--- src/hdl/dso_map.vh ---
// Constants for the deserializer output, strap and control block
`ifndef DSO_MAP_VH
`define DSO_MAP_VH
// System clock and timing
`define DSO_MCLK_KHZ 40000
`define DSO_STRAP_SETTLE_NS 1000
`define DSO_FILT_MIN_CLKS 3
// Register offsets (byte addresses)
`define DSO_REG_CFG 8'h00
`define DSO_REG_STAT 8'h04
`define DSO_REG_IRQ_STAT 8'h08
`define DSO_REG_IRQ_CLR 8'h0c
`define DSO_REG_IRQ_EN 8'h10
`define DSO_REG_HOLD_REL 8'h14
`define DSO_REG_STRAP 8'h18
// Configuration word field positions
`define DSO_CFG_W 21
`define DSO_CFG_MODE_LO 0
`define DSO_CFG_MODE_HI 1
`define DSO_CFG_LOWBAND 2
`define DSO_CFG_CSLEW 3
`define DSO_CFG_DSLEW 4
`define DSO_CFG_OSS 5
`define DSO_CFG_EDGE 6
`define DSO_CFG_EQ_LO 7
`define DSO_CFG_EQ_HI 10
`define DSO_CFG_OSC_LO 11
`define DSO_CFG_OSC_HI 13
`define DSO_CFG_SSC_LO 14
`define DSO_CFG_SSC_HI 17
`define DSO_CFG_MAP_LO 18
`define DSO_CFG_MAP_HI 19
`define DSO_CFG_SPREAD_SPECTRUM_GEN 20
`define DSO_CFG_OVR 31
`define DSO_CFG_RESET 21'h000000
// Filter and compatibility select codes
`define DSO_MODE_NOFILT 2'b00
`define DSO_MODE_FILT 2'b01
`define DSO_MODE_COMPAT_A 2'b10
`define DSO_MODE_COMPAT_B 2'b11
// Interrupt status bits
`define DSO_IRQ_W 3
`define DSO_IRQ_LOCK_UP 0
`define DSO_IRQ_LOCK_DN 1
`define DSO_IRQ_BIST_ERR 2
`endif

--- src/hdl/dso_deser_ctrl.v ---
// Deserializer strap capture, power-down and output gating logic
//
// The placing of the registers and the plain strobed port were left to the implementer.
`timescale 1ns/1ps
// Summary of operation
// - Sample shared data pins as straps before driving
// - Power-down low resets registers, sets sleep outputs
// - Power-down high enables receive and output logic
// - Lock status gates outputs; unlocked uses sleep state
// - Self-test pass high until payload error seen
// - Decode filter and compatibility select codes
// - Filter drops DE/HSYNC pulses under 3 clocks
// - VSYNC unfiltered, sampled on every link clock
// - Strobe select picks rising or falling alignment
// - Low band select only matters with spread on
// - Hold-low strap keeps outputs low until release
// - Without hold-low, outputs toggle once locked
// - Self-test enable input turns self-test on
// - Bit-map select defaults 00, strap or register
// - Register override replaces every strap setting except hold-low
`include "dso_map.vh"
module dso_deser_ctrl (
    input wire mclk, // System clock
    input wire nrst, // Async reset, active low
    input wire power_down_n, // Power-down pin, low powers down
    input wire selftest_enable, // Self-test enable pin
    input wire link_clk, // Recovered link clock
    input wire link_lock, // Recovered clock locked
    input wire [23:0] link_data, // Received pixel word
    input wire link_de, // Received data enable
    input wire link_hsync, // Received horizontal sync
    input wire link_vsync, // Received vertical sync
    input wire link_err, // Payload error flag, self-test
    input wire [23:0] do_in, // Data pin input side
    output reg [23:0] do_out, // Data pin output value
    output reg [23:0] do_oe, // Data pin output enable
    input wire pass_in, // Pass pin input side
    output reg pass_out, // Pass pin output value
    output reg pass_oe, // Pass pin output enable
    output reg ctl_out_de, // Data enable output
    output reg ctl_out_hsync, // Horizontal sync output
    output reg ctl_out_vsync, // Vertical sync output
    output reg pixel_clock_out, // Pixel clock output
    output reg lock_out, // Link acquired status
    output reg [3:0] rx_equalizer_sel, // Equalizer setting
    output reg [2:0] oscillator_sel, // Oscillator setting
    output reg [3:0] spread_range_sel, // Spread range setting
    output reg spread_spectrum_gen, // Spread spectrum enable
    output reg spread_low_band, // Spread low band select
    output reg pixclk_slew_sel, // Pixel clock slew select
    output reg dataout_slew_sel, // Data slew select
    output reg [1:0] map_sel, // Bit mapping select
    output reg [1:0] compat_mode, // Filter/compatibility code
    input wire [7:0] reg_addr, // Register byte address
    input wire [31:0] reg_wdata, // Register write data
    input wire reg_wr, // Register write strobe
    input wire reg_rd, // Register read strobe
    output reg [31:0] reg_rdata, // Register read data
    output reg irq // Interrupt, active high level
);

    localparam ST_OFF = 2'd0;
    localparam ST_STRAP = 2'd1;
    localparam ST_RUN = 2'd2;
    localparam integer SETTLE_CYC = (`DSO_STRAP_SETTLE_NS * `DSO_MCLK_KHZ
        + 999999) / 1000000;
    localparam integer FILT_MIN = `DSO_FILT_MIN_CLKS;
    localparam [2:0] FILT_LAST = FILT_MIN[2:0] - 3'd1;

    // Filter step: returns {take new level, next count}
    function [3:0] filt_step;
        input [2:0] cnt;
        input raw;
        input cur;
        input en;
        begin
            if (raw == cur) begin
                filt_step = 4'h0;
            end else if (!en || cnt == FILT_LAST) begin
                filt_step = 4'h8;
            end else begin
                filt_step = {1'b0, cnt + 3'd1};
            end
        end
    endfunction

    reg [56:0] in_s1_q;
    reg [56:0] in_s2_q;
    reg clk_s3_q;
    reg [1:0] state_q;
    reg [5:0] settle_q;
    reg [`DSO_CFG_W-1:0] strap_q;
    reg [`DSO_CFG_W-1:0] cfg_q;
    reg ovr_q;
    reg hold_q;
    reg [`DSO_IRQ_W-1:0] ist_q;
    reg [`DSO_IRQ_W-1:0] ien_q;
    reg lock_d1_q;
    reg pass_q;
    reg de_f_q;
    reg hs_f_q;
    reg [2:0] de_cnt_q;
    reg [2:0] hs_cnt_q;
    reg [23:0] stg_data_q;
    reg stg_de_q;
    reg stg_hs_q;
    reg stg_vs_q;
    reg rise_d1_q;

    wire pd_s = in_s2_q[0];
    wire bist_s = in_s2_q[1];
    wire clk_s = in_s2_q[2];
    wire lock_s = in_s2_q[3];
    wire de_s = in_s2_q[4];
    wire hs_s = in_s2_q[5];
    wire vs_s = in_s2_q[6];
    wire err_s = in_s2_q[7];
    wire [23:0] data_s = in_s2_q[31:8];
    wire [23:0] pin_s = in_s2_q[55:32];
    wire pass_s = in_s2_q[56];
    wire rise_ev = clk_s & ~clk_s3_q;
    wire fall_ev = ~clk_s & clk_s3_q;
    wire run = (state_q == ST_RUN);
    wire [`DSO_CFG_W-1:0] cfg_eff = ovr_q ? cfg_q : strap_q;
    wire filt_en = (cfg_eff[`DSO_CFG_MODE_HI:`DSO_CFG_MODE_LO]
        == `DSO_MODE_FILT);
    wire edge_rise = cfg_eff[`DSO_CFG_EDGE];
    wire oss = cfg_eff[`DSO_CFG_OSS];
    wire pres_ev = edge_rise ? fall_ev : rise_d1_q;
    wire [3:0] de_step = filt_step(de_cnt_q, de_s, de_f_q, filt_en);
    wire [3:0] hs_step = filt_step(hs_cnt_q, hs_s, hs_f_q, filt_en);
    wire bist_err = run & bist_s & lock_s & rise_ev & err_s;
    wire [`DSO_IRQ_W-1:0] ev = {bist_err & pass_q,
        lock_d1_q & ~lock_s & run, ~lock_d1_q & lock_s & run};
    // Strap word in configuration layout; spread enable has no strap
    wire [`DSO_CFG_W-1:0] strap_word = {1'b0, pin_s[1], pin_s[0],
        pin_s[6:3], pin_s[10:8], pin_s[15:12], pin_s[17], pin_s[18],
        pin_s[19], pin_s[21], pin_s[20], pin_s[22], pin_s[23]};

    // Two-stage synchronisers for every pin and link input
    always @(posedge mclk or negedge nrst) begin
        if (!nrst) begin
            in_s1_q <= 57'h0;
            in_s2_q <= 57'h0;
            clk_s3_q <= 1'b0;
        end else begin
            in_s1_q <= {pass_in, do_in, link_data, link_err, link_vsync,
                link_hsync, link_de, link_lock, link_clk,
                selftest_enable, power_down_n};
            in_s2_q <= in_s1_q;
            clk_s3_q <= in_s2_q[2];
        end
    end

    // Power sequence: off, strap settle and capture, run
    always @(posedge mclk or negedge nrst) begin
        if (!nrst) begin
            state_q <= ST_OFF;
            settle_q <= 6'h0;
            strap_q <= `DSO_CFG_RESET;
            hold_q <= 1'b0;
        end else if (!pd_s) begin
            state_q <= ST_OFF;
            settle_q <= 6'h0;
            hold_q <= 1'b0;
        end else begin
            case (state_q)
                ST_OFF: begin
                    state_q <= ST_STRAP;
                    settle_q <= 6'h0;
                end
                ST_STRAP: begin
                    if (settle_q == SETTLE_CYC[5:0] - 6'h1) begin
                        strap_q <= strap_word;
                        hold_q <= pass_s;
                        state_q <= ST_RUN;
                    end else begin
                        settle_q <= settle_q + 6'h1;
                    end
                end
                ST_RUN: begin
                    if (reg_wr && reg_addr == `DSO_REG_HOLD_REL
                        && reg_wdata[0]) begin
                        hold_q <= 1'b0;
                    end
                end
                default: begin
                    state_q <= ST_OFF;
                end
            endcase
        end
    end

    // Software registers; power-down clears them all
    always @(posedge mclk or negedge nrst) begin
        if (!nrst) begin
            cfg_q <= `DSO_CFG_RESET;
            ovr_q <= 1'b0;
            ien_q <= 3'h0;
            ist_q <= 3'h0;
        end else if (!pd_s) begin
            cfg_q <= `DSO_CFG_RESET;
            ovr_q <= 1'b0;
            ien_q <= 3'h0;
            ist_q <= 3'h0;
        end else begin
            if (reg_wr && reg_addr == `DSO_REG_CFG) begin
                cfg_q <= reg_wdata[`DSO_CFG_W-1:0];
                ovr_q <= reg_wdata[`DSO_CFG_OVR];
            end
            if (reg_wr && reg_addr == `DSO_REG_IRQ_EN) begin
                ien_q <= reg_wdata[`DSO_IRQ_W-1:0];
            end
            // A new event wins over a clear in the same cycle
            if (reg_wr && reg_addr == `DSO_REG_IRQ_CLR) begin
                ist_q <= (ist_q & ~reg_wdata[`DSO_IRQ_W-1:0]) | ev;
            end else begin
                ist_q <= ist_q | ev;
            end
        end
    end

    // Register read data, valid only in the cycle after the strobe
    always @(posedge mclk or negedge nrst) begin
        if (!nrst) begin
            reg_rdata <= 32'h0;
        end else if (reg_rd) begin
            case (reg_addr)
                `DSO_REG_CFG: reg_rdata <= {ovr_q, 10'h0, cfg_q};
                `DSO_REG_STAT: reg_rdata <= {26'h0, state_q, bist_s,
                    hold_q, pass_q, lock_s};
                `DSO_REG_IRQ_STAT: reg_rdata <= {29'h0, ist_q};
                `DSO_REG_IRQ_EN: reg_rdata <= {29'h0, ien_q};
                `DSO_REG_STRAP: reg_rdata <= {11'h0, strap_q};
                default: reg_rdata <= 32'h0;
            endcase
        end else begin
            reg_rdata <= 32'h0;
        end
    end

    // Lock history, self-test result and interrupt line
    always @(posedge mclk or negedge nrst) begin
        if (!nrst) begin
            lock_d1_q <= 1'b0;
            pass_q <= 1'b1;
            irq <= 1'b0;
        end else begin
            lock_d1_q <= lock_s & run;
            irq <= |(ist_q & ien_q);
            if (!run || !bist_s) begin
                pass_q <= 1'b1;
            end else if (bist_err) begin
                pass_q <= 1'b0;
            end
        end
    end

    // Control filter on DE and HSYNC; VSYNC passes untouched
    always @(posedge mclk or negedge nrst) begin
        if (!nrst) begin
            de_f_q <= 1'b0;
            hs_f_q <= 1'b0;
            de_cnt_q <= 3'h0;
            hs_cnt_q <= 3'h0;
            stg_data_q <= 24'h0;
            stg_de_q <= 1'b0;
            stg_hs_q <= 1'b0;
            stg_vs_q <= 1'b0;
            rise_d1_q <= 1'b0;
        end else begin
            rise_d1_q <= rise_ev;
            if (rise_ev) begin
                de_cnt_q <= de_step[2:0];
                hs_cnt_q <= hs_step[2:0];
                stg_data_q <= data_s;
                stg_de_q <= de_step[3] ? de_s : de_f_q;
                stg_hs_q <= hs_step[3] ? hs_s : hs_f_q;
                stg_vs_q <= vs_s;
                if (de_step[3]) begin
                    de_f_q <= de_s;
                end
                if (hs_step[3]) begin
                    hs_f_q <= hs_s;
                end
            end
        end
    end

    // Pin drivers: strap window, sleep state, hold-low and live data
    always @(posedge mclk or negedge nrst) begin
        if (!nrst) begin
            do_out <= 24'h0;
            do_oe <= 24'h0;
            pass_out <= 1'b0;
            pass_oe <= 1'b0;
            ctl_out_de <= 1'b0;
            ctl_out_hsync <= 1'b0;
            ctl_out_vsync <= 1'b0;
            pixel_clock_out <= 1'b0;
            lock_out <= 1'b0;
        end else if (state_q == ST_STRAP) begin
            do_oe <= 24'h0;
            pass_oe <= 1'b0;
            do_out <= 24'h0;
            pass_out <= 1'b0;
            ctl_out_de <= 1'b0;
            ctl_out_hsync <= 1'b0;
            ctl_out_vsync <= 1'b0;
            pixel_clock_out <= 1'b0;
            lock_out <= 1'b0;
        end else if (!run || hold_q || !lock_s) begin
            // Sleep state: 0 drives low, pass pin only while running; 1 releases the pins
            do_out <= 24'h0;
            do_oe <= {24{hold_q | ~oss}};
            pass_out <= 1'b0;
            pass_oe <= hold_q | (run & ~oss);
            ctl_out_de <= 1'b0;
            ctl_out_hsync <= 1'b0;
            ctl_out_vsync <= 1'b0;
            pixel_clock_out <= 1'b0;
            lock_out <= run & lock_s & ~hold_q;
        end else begin
            do_oe <= 24'hffffff;
            pass_oe <= 1'b1;
            pass_out <= pass_q;
            lock_out <= 1'b1;
            pixel_clock_out <= clk_s3_q;
            if (pres_ev) begin
                do_out <= stg_data_q;
                ctl_out_de <= stg_de_q;
                ctl_out_hsync <= stg_hs_q;
                ctl_out_vsync <= stg_vs_q;
            end
        end
    end

    // Effective configuration to the analog and clocking blocks
    always @(posedge mclk or negedge nrst) begin
        if (!nrst) begin
            rx_equalizer_sel <= 4'h0;
            oscillator_sel <= 3'h0;
            spread_range_sel <= 4'h0;
            spread_spectrum_gen <= 1'b0;
            spread_low_band <= 1'b0;
            pixclk_slew_sel <= 1'b0;
            dataout_slew_sel <= 1'b0;
            map_sel <= 2'h0;
            compat_mode <= 2'h0;
        end else begin
            rx_equalizer_sel <= cfg_eff[`DSO_CFG_EQ_HI:`DSO_CFG_EQ_LO];
            oscillator_sel <= cfg_eff[`DSO_CFG_OSC_HI:`DSO_CFG_OSC_LO];
            spread_range_sel <=
                cfg_eff[`DSO_CFG_SSC_HI:`DSO_CFG_SSC_LO];
            spread_spectrum_gen <= cfg_eff[`DSO_CFG_SPREAD_SPECTRUM_GEN];
            spread_low_band <= cfg_eff[`DSO_CFG_SPREAD_SPECTRUM_GEN]
                & cfg_eff[`DSO_CFG_LOWBAND];
            pixclk_slew_sel <= cfg_eff[`DSO_CFG_CSLEW];
            dataout_slew_sel <= cfg_eff[`DSO_CFG_DSLEW];
            map_sel <= cfg_eff[`DSO_CFG_MAP_HI:`DSO_CFG_MAP_LO];
            compat_mode <=
                cfg_eff[`DSO_CFG_MODE_HI:`DSO_CFG_MODE_LO];
        end
    end

endmodule // dso_deser_ctrl

--- config.mk ---
export PLATFORM = sky130hd
export DESIGN_NAME = dso_deser_ctrl
export DESIGN_NICKNAME = d
export VERILOG_FILES = /design/src/hdl/dso_deser_ctrl.v
export VERILOG_INCLUDE_DIRS = /design/src /design/src/hdl
export SDC_FILE = /design/constraint.sdc
export NUM_CORES = 1
export LEC_CHECK = 0
export BUFFER_PORTS_ARGS = -buffer_cell sky130_fd_sc_hd__buf_2
export CORE_MARGIN = 2
export CORE_UTILIZATION = 35
export CTS_CLUSTER_DIAMETER = 50
export DETAILED_ROUTE_END_ITERATION = 7
export GPL_ROUTABILITY_DRIVEN = 0
export SYNTH_ARGS = -nofsm -noshare
export SYNTH_HDL_FRONTEND = slang
export SYNTH_SLANG_ARGS = --single-unit
--- constraint.sdc ---
create_clock -name mclk -period 1.6 [get_ports mclk]
set_input_delay 0.08 -clock mclk [delete_from_list [all_inputs] [get_ports mclk]]
set_output_delay 0.08 -clock mclk [all_outputs]
set_load 0.02 [all_outputs]
Yosys cells after proc, flatten, opt, wreduce, memory -nomap -nowiden
Cells that the tools add are included.

operators by class
  $add $sub $neg = 3
  multipliers = 0
  div/mod/pow operators = 0
  order comparisons = 0
  equal/unequal tests = 22
  shifts and indexed selects = 0
  muxes and demuxes = 52
  bitwise operators = 28
  reductions and logical operators = 25

operators by type and width
  cell                                                   count
  one-hot mux 32 bit (5 select lines)                    1
  2-to-1 mux 24 bit                                      5
  2-to-1 mux 21 bit                                      3
  2-to-1 mux 32 bit                                      1
  2-to-1 mux 1 bit                                       27
  == test 8 x 5 -> 1 bit, second input constant          3
  == test 8 x 4 -> 1 bit, second input constant          2
  2-to-1 mux 4 bit                                       4
  AND 1 bit                                              15
  2-to-1 mux 3 bit                                       4
  2-to-1 mux 6 bit                                       2
  one-hot mux 6 bit (2 select lines)                     1
  == test 8 x 3 -> 1 bit, second input constant          1
  zero test 8 bit                                        1
  AND reduction 2 bit                                    4
  adder 3 x 1 -> 3 bit, second input constant            2
  adder 6 x 1 -> 6 bit, second input constant            1
  AND 3 bit                                              2
  == test 3 x 2 -> 1 bit, second input constant          2
  == test 6 bit, second input constant                   1
  inequality test 3 x 1 -> 1 bit, second input constant  2
  inequality test 3 bit, second input constant           2
  inverter 1 bit                                         6
  OR 3 bit                                               2
  other kinds (19)                                       36

word-level totals
  register bits after elaboration = 315
  latch bits = 0
  RAM bits = 0
  bits in read-only memories = 0
  input port bits = 101
  output and inout port bits = 107
  logic and storage cells = 170
  memories kept = 0

Logic depth before layout (Yosys ltp)
Gate-level depths: netlist (run 1).

  depth after elaboration = 9
  depth in mapped cells = 7
  gate-level depth less buffers = 5

Least setup slack after synthesis (run 1)
OpenSTA, ideal clock, no wires.

  path type = register to register
  start point = reg settle_q[0]
  end point = reg strap_q[0]
  setup time = 0.125 ns
  arrival time = 1.540 ns
  data required time = 1.475 ns
  slack = -0.064 ns
  stages on the path, launching flop included = 7
  path buffers = 2
  path through = dfrtp_1 -> ha_1 -> and3_1 -> buf_2 -> nand4b_2 -> buf_4 -> mux2_2

on the way
  longest elaborated chain between the ends = 2

ends and longest elaborated chain
  element                        RTL line              text
  start: declaration             dso_deser_ctrl.v:91   reg [5:0] settle_q;
  start signal: assignment       dso_deser_ctrl.v:178  settle_q <= settle_q + 6'h1;
  == test 6 bit                  dso_deser_ctrl.v:173  if (settle_q == SETTLE_CYC[5:0] - 6'h1) begin
  AND reduction 3 bit (no line)  --
  end signal: assignment         dso_deser_ctrl.v:160  strap_q <= `DSO_CFG_RESET;
  end signal: assignment         dso_deser_ctrl.v:174  strap_q <= strap_word;
  end: declaration               dso_deser_ctrl.v:92   reg [`DSO_CFG_W-1:0] strap_q;

No other way between the ends.
A chain may end at the register's enable or synchronous reset.

Worst setup path in the final report (run 1)
  start point = reg ovr_q
  end point = reg stg_hs_q

on the way
  longest elaborated chain between the ends = 7

ends and longest elaborated chain
  element                           RTL line              text
  start: declaration                dso_deser_ctrl.v:94   reg ovr_q;
  start signal: assignment          dso_deser_ctrl.v:209  ovr_q <= reg_wdata[`DSO_CFG_OVR];
  2-to-1 mux 21 bit                 dso_deser_ctrl.v:124  wire [`DSO_CFG_W-1:0] cfg_eff = ovr_q ? cfg_q : strap_q;
  == test 2 x 1 -> 1 bit (no line)  --
  zero test 1 bit                   dso_deser_ctrl.v:79   end else if (!en || cnt == FILT_LAST) begin
  logical OR 1 bit                  dso_deser_ctrl.v:79
  2-to-1 mux 4 bit                  dso_deser_ctrl.v:79
  2-to-1 mux 4 bit                  dso_deser_ctrl.v:77   if (raw == cur) begin
  AND reduction 2 bit (no line)     --
  end signal: assignment            dso_deser_ctrl.v:278  stg_hs_q <= hs_step[3] ? hs_s : hs_f_q;
  end: declaration                  dso_deser_ctrl.v:106  reg stg_hs_q;

No other way between the ends.

==> results of run 1 <==
logic make-up (layout without fill, tap and decap cells):
| group | count (synthesis) | after routing | synth area share, % |
|---|---|---|---|
| AOI/OAI and AO/OA | 88 | 88 | 5.52 |
| xor gates and xnor gates | 2 | 2 | 0.175 |
| adders and majority gates | 5 | 5 | 0.626 |
| buffers and inverters | 82 | 394 | 4.70 |
| DFF | 274 | 274 | 68.6 |
| muxes | 55 | 55 | 6.10 |
| other | 1 | 10 | 0.0375 |
| and+or+nand+nor | 304 | 304 | 14.2 |
cell usage in the layout (no fill, tap or decap), types with 3 or more instances in the layout:
master         instances
dfrtp_1              271
buf_2                182
nand2_1              166
dlygate4sd3_1         79
nand3_1               58
buf_4                 50
mux2_2                44
clkbuf_16             36
a21oi_1               34
nor2_1                29
a22oi_1               21
o21ai_0               13
conb_1                10
buf_12                 9
mux2i_1                8
inv_1                  8
nor2b_1                7
and2_1                 7
clkbuf_8               7
clkbuf_1               6
nand2b_1               5
and3_1                 4
ha_1                   4
clkinv_2               4
nor3_1                 3
nor3b_1                3
o31ai_1                3
mux2i_2                3
inv_6                  3
cell usage after synthesis (6+ instances only):
cell type | instances | area share (%)
a22oi_1 | 21 | 1.6
buf_2 | 12 | 0.60
dfrtp_1 | 273 | 68
buf_4 | 37 | 2.8
nor2b_1 | 7 | 0.44
nand2_1 | 166 | 6.2
nor2_1 | 29 | 1.1
mux2i_1 | 10 | 1.0
clkbuf_1 | 17 | 0.64
a21oi_1 | 34 | 1.7
o21ai_0 | 15 | 0.75
buf_1 | 6 | 0.23
and2_1 | 7 | 0.44
inv_1 | 8 | 0.30
nand3_1 | 58 | 2.9
mux2_2 | 44 | 5.0
worst max path at each step:
stage | to | startpoint
CTS | stg_hs_q | ovr_q
floorplan | do_out[10] | ovr_q
finish | stg_hs_q | ovr_q
global route | hs_cnt_q[1] | strap_q[1]
detailed placement | ien_q[0] | reg_addr[5]
global placement | reg_rdata[12] | reg_addr[5]
timing repair:
action | CTS | global route
setup buffers | 1 | 1
hold buffers | 79 | 0
hold endpoints to repair | 355 | 0
cloned | 0 | 0
endpoints found under the setup margin | 31 | 54
gates resized for setup | 2 | 3
pin swaps | 0 | 1
worst reg2reg max path, stage by stage, from the launching register on:
cell and delay, ps:
dfrtp_2 450, and3b_1 230, or2_2 310, a21oi_1 150, mux2_2 340
power by group:
part           switching (mW)  internal (mW)
combinational           0.474          0.373
sequential             0.0986           7.16
clock                    3.02           4.69
total                    3.59           12.2
through the flow:
step                setup TNS (ps)  cell area [um^2]  hold WS (ps)  std cells
finish                       -3.96             13500          86.4       1510
floorplan                     -236             10100          -216        820
global placement                 0             11500          34.2       1365
global route                 -1050             13500           112       1510
detailed placement            -130             11500          30.7       1365
CTS                          -6.81             13500          74.1       1509
final cells by class:
cell class | count | area share [%]
Inverter | 9 | 0.250
Clock buffer | 49 | 7.53
Tap cell | 378 | 3.49
Timing Repair Buffer | 321 | 16.8
Multi-Input combinational cell | 464 | 20.1
Sequential cell | 274 | 50.7
Clock inverter | 15 | 1.13
routing by layer:
layer	routed length [um]	up-vias	track usage [%]	part of all wire, %
met5	0	-	0	0
met4	580	0	4.91	2.4
met3	1510	49	3.74	6.2
met2	11300	200	26.1	47
met1	10700	3437	22.2	44
li1	-	3262	-	-
sequential cells by signal, indices dropped and copies added, names as in the netlist, 2 cells and up:
name / cells
rx_equalizer_sel: 4
spread_range_sel: 4
state_q: 2
stg_data_q: 24
strap_q: 20
map_sel: 2
cfg_q: 21
in_s1_q: 53
compat_mode: 2
hs_cnt_q: 3
ien_q: 3
in_s2_q: 53
de_cnt_q: 3
settle_q: 6
ist_q: 3
do_out: 24
oscillator_sel: 3
reg_rdata: 22
==> impl_results.md, run 1 <==
- Critical Path Slowest Stage Cell: dfrtp_2
- Family with the most delay on the worst path: simple AND/OR/NAND/NOR gates
- Vias in the first global route: 7262
- Post-layout net count: 1211
- H-tree depth: 2
- Avg WL per Cell: 16.0 um
- Rows: 61
- # fillers: 2541
- PD cells: 1170 nW/um^2
- Largest net degree at the start of global routing: 63
- Pleak: 6.78 nW
- 1st-iter DRT viols: 457
- DR vias: ~7000
- Die area: 29900 um^2
- Detailed placer's ending HPWL: 15200 um
- I/O Pins: 208
- Max Transition Viols Final: 0
- Clk sink count: 274
- Post-synth EDFFs: 0
- Outcome: finished, violations left
- Gr usage total: between 10% and 20%
- Initial Util: 35.8%
- Crit start category: flip-flop
- Reg-to-reg endpoint: stg_hs_q
- DRC Markers: 0
- Max-cap viol count: 0
- Mapped Area: between 9000 and 10000 um^2
- Share of layout cells above drive strength 1: roughly 32%
- RSZ-0062 raised after global routing: yes
- Worst path max stage delay: 450 ps
- Global-route wire length before repair: 39400 um
- Core Box Area: 27900 um^2
- Crit path buf inv count: 0
- Die height: about 170 um
- Peak VDD IR: ~0.00067 V
- CTS Buf Count: 35
- CP endpoint kind: flip-flop
- Final setup fails: 1
- Crit path depth: 4
- Sequential Area: 6860 um^2
- DRT Wirelength: 24100 um
- CTS tree: built
- Total grt overflow: 0
- Post-Place Setup Slack: -19.4 ps
- Worst Hold Class: in -> async
- CTS Root Cell: clkbuf_16
- Synth Instances: 811
- Ys flop type: dfrtp_1
- DRT Pass-1 Iters: 4
- FMAX: 623 MHz
- Worst path arrival time: 1990 ps
- Failing checks: setup timing
- Register bit total from synthesis: 274
- Worst Reg-to-Reg Cells: 4
- Final period util: 100%
- Worst skew pair latency: 510 ps
- Crit path kind: reg -> reg
- Multi-input logic area: 2720 um^2
- CP max FO: 6
- Final Hold Violating Endpoints: 0
- Ant. Diodes: 0
- Final WS setup: -3.96 ps
- Worst R2R Setup Slack: -4 ps
- Final ANT Viol Nets: 0
- Async SR Flop Fraction: 100%
- Power after layout: 15.8 mW
- DIE WIDTH: 173 um
- Reg clk slew, reported paths: 60 ps
- PortBufs: 183
- YS warnings: 0
- Sequential-to-total area share from yosys stat: 68.6%
- Post-layout min period: 1600 ps
- DR vias/cell: 4.60
- Finished Core Util: 48.5%
- Mean post-synth cell area: 12.3 um^2
- WP data required: just under 2000 ps
- Crit-path cells: and3b_1, or2_2, a21oi_1, mux2_2
- Initial antenna violation count: 0
- Clock Skews: 18.6 ps
- Synth-to-layout area growth: 35.4%
- Reg2reg start: ovr_q
- Netlist cell types: 55
- CTS Buffer Depth: 3
(Power assumes the default switching activity.)
==> run 2: changes to the inputs <==
Settings changed: ABC_AREA set to 1.
==> impl_results.md, run 2 <==
- DR vias: 7229 (was 6948)
- Crit path kind: reg -> reg (unchanged)
- H-tree depth: 2 (unchanged)
- Total grt overflow: 0 (unchanged)
- Final Hold Violating Endpoints: 0 (unchanged)
- Top sig layer: met4 (unchanged)
- CTS tree: built (unchanged)
- Worst Hold Class: in -> reg (was in -> async)
- CP endpoint kind: flip-flop (unchanged)
- CTS Buffer Depth: 3 (unchanged)
- Detailed placer's ending HPWL: 15900 um (was 15200 um)
- Worst skew pair latency: 510 ps (about the same)
- Yosys top cell area share: 67.2% (was 68.4%)
- Largest net degree at the start of global routing: 55 (was 63)
- Mean post-synth cell area: 10.6 um^2 (was 12.3 um^2)
- Post-Place Setup Slack: 13.4 ps (was -19.4 ps)
- Reg clk slew, reported paths: 60 ps (about the same)
- WP data required: 1990 ps (was 1980 ps)
- YS warnings: 0 (unchanged)
- Outcome: finished clean (was finished, violations left)
- DIE WIDTH: 174 um (was 173 um)
- Final setup fails: 0 (was 1)
- PD cells: 1190 nW/um^2 (was 1170 nW/um^2)
- Peak VDD IR: 0.000661 V (was 0.000665 V)
- Commonest non-fill, non-tap cell in the layout: dfrtp_1 (unchanged)
- Worst slew pin tran: 612 ps
- Ys flop type: dfrtp_1 (unchanged)
- Setup tns final: 0 ps (was -3.96 ps)
- Die height: 174 um (was 173 um)
- Core Box Area: 28600 um^2 (was 27900 um^2)
- FMAX: 682 MHz (was 623 MHz)
- Register bit total from synthesis: 274 (unchanged)
- Most frequent cells in the layout: dfrtp_1 (273), nand2_1 (241), buf_2 (182), inv_1 (92), nand3_1 (90) (was dfrtp_1 (271), buf_2 (182), nand2_1 (166), dlygate4sd3_1 (79), nand3_1 (58))
- Synth-to-layout area growth: 32.7% (was 35.4%)
- Global-route wire length before repair: 38800 um (was 39400 um)
- Met3 wire length: 1280 um (was 1510 um)
- Area leader, netlist: dfrtp_1 (unchanged)
- Worst path arrival time: 1860 ps (was 1990 ps)
- WL met1: 10700 um (about the same)
- Headroom to the max-slew limit: about 59%
- Initial Util: 35.5% (was 35.8%)
- Max Transition Viols Final: 0 (unchanged)
- Rows: 62 (was 61)
- Crit start category: flip-flop (unchanged)
- CTS Root Cell: clkbuf_16 (unchanged)
- PortBufs: 183 (unchanged)
- Netlist cell types: 34 (was 55)
- DRT Pass-1 Iters: 7 (was 4)
- Top post-synthesis cells by area: dfrtp_1 (67%), nand2_1 (8.9%), nand3_1 (4.5%) (was dfrtp_1 (68%), nand2_1 (6.2%), mux2_2 (5.0%))
- Pleak: 6.67 nW (was 6.78 nW)
- DRC Markers: 0 (unchanged)
- Share of layout cells above drive strength 1: 26.0% (was 32.2%)
- Post-layout net count: 1343 (was 1211)
- Gr usage total: 16.0% (was 16.3%)
- Final WS setup: 133 ps (was -3.96 ps)
- I/O Pins: 208 (unchanged)
- Final period util: 91.7% (was 100%)
- Async SR Flop Fraction: 100% (unchanged)
- Avg WL per Cell: 14.5 um (was 16.0 um)
- CTS Buf Count: 35 (unchanged)
- DR vias/cell: 4.39 (was 4.60)
- 1st-iter DRT viols: 418 (was 457)
- Clk sink count: 274 (unchanged)
- Final ANT Viol Nets: 0 (unchanged)
- Sequential-to-total area share from yosys stat: 67.4% (was 68.6%)
- DRT Wirelength: 23800 um (was 24100 um)
- Top-count cell post-synth: dfrtp_1 (unchanged)
- Top Registers: in_s1_q x53, in_s2_q x53 (unchanged)
- Post-layout min period: 1470 ps (was 1600 ps)
- Vias in the first global route: 7383 (was 7262)
- Post-synth EDFFs: 0 (unchanged)
- Clock Skews: 15.9 ps (was 18.6 ps)
- Die area: 30400 um^2 (was 29900 um^2)
- Synth Instances: 958 (was 811)
- Mapped Area: 10200 um^2 (was 9990 um^2)
- Initial antenna violation count: 0 (unchanged)
- CP max FO: 24 (was 6)
- Met2 WL post-DR: 11200 um (was 11300 um)
- Postcts setup bufs: 0 (was 1)
- RSZ-0062 raised after global routing: no (was yes)
- Ant. Diodes: 0 (unchanged)
- Max-cap viol count: 0 (unchanged)
- Most frequent cells after synthesis: dfrtp_1 (273), nand2_1 (241), inv_1 (93), nand3_1 (91), o21ai_0 (62) (was dfrtp_1 (273), nand2_1 (166), nand3_1 (58), mux2_2 (44), buf_4 (37))
run 2: changes by cell type after synthesis, sizes merged, moves of 20 or more:
cell,delta
nand3,+38
a22oi,-21
nor2,+20
mux2,-44
inv,+89
a21oi,-21
nand2,+77
o21ai,+80
run 2: metal layers:
metal / up-vias / GRT usage [%]
li1: 3530 / -
met1: 3455 / 21.9
met2: 198 / 25.5
met3: 46 / 3.50
met4: 0 / 5.42
met5: - / 0
run 2: worst paths after layout:
check                                  from     endpoint  slack (ps)  cells after the start
worst max-delay path             state_q[0]   do_out[22]         130                      9
worst min-delay path                 reg_wr     ien_q[2]          30                      3
worst max register to register   state_q[0]   do_out[22]         130                      9
worst min register to register  in_s1_q[42]  in_s2_q[42]         340                      0
max in group asynchronous              nrst       pass_q         890                      3
min in group asynchronous              nrst  in_s1_q[32]          50                      2
run 2: through the flow:
step	total power [mW]	util (%)	std cells	instance area, um^2	hold slack (ps)
floorplan	7.88	-	967	10200	-216
global placement	8.23	40.3	1507	11500	-15.6
detailed placement	8.24	40.3	1507	11500	-13.8
CTS	16.3	47.1	1647	13500	14.4
global route	16.8	47.2	1647	13500	38.2
finish	16.1	47.2	1647	13500	27.9
run 2: timing repair:
action,4_1_cts,5_1_grt
hold endpoints to repair,356,0
setup endpoints to repair,1,29
hold buffers,77,0
resized for setup,1,5
run 2: area by class of cell:
class	instances	area (um^2)
Sequential cell	274	6860
Clock buffer	47	982
Fill cell	2623	15100
Multi-Input combinational cell	528	2500
Timing Repair Buffer	301	2110
Clock inverter	16	200
Tap cell	384	480
Inverter	97	367
run 2: cells by family (layout without fill, tap and decap cells):
family | Yosys count | in the layout | synth area share [%]
AND/OR/NAND/NOR | 396 | 396 | 16.5
flip-flops | 274 | 274 | 67.4
buffers and inverters | 165 | 461 | 8.36
AO/OA/AOI/OAI | 113 | 113 | 6.69
adder cells (fa/ha/maj) | 5 | 5 | 0.615
XOR/XNOR | 4 | 4 | 0.344
other | 1 | 10 | 0.0369
run 2: critical path, stage by stage (launching register included):
cell and delay, ps:
dfrtp_1 410, inv_2 100, nand2_2 80, nor2_2 100, nand2_2 110, inv_4 100
nand3_4 100, buf_12 180, nor2_1 120, a21oi_2 40
run 2: where the power goes:
| part | leakage, nW | internal [mW] | switching [mW] |
|---|---|---|---|
| clock network | 0.580 | 4.86 | 2.98 |
| logic | 2.56 | 0.382 | 0.574 |
| registers | 3.53 | 7.17 | 0.128 |
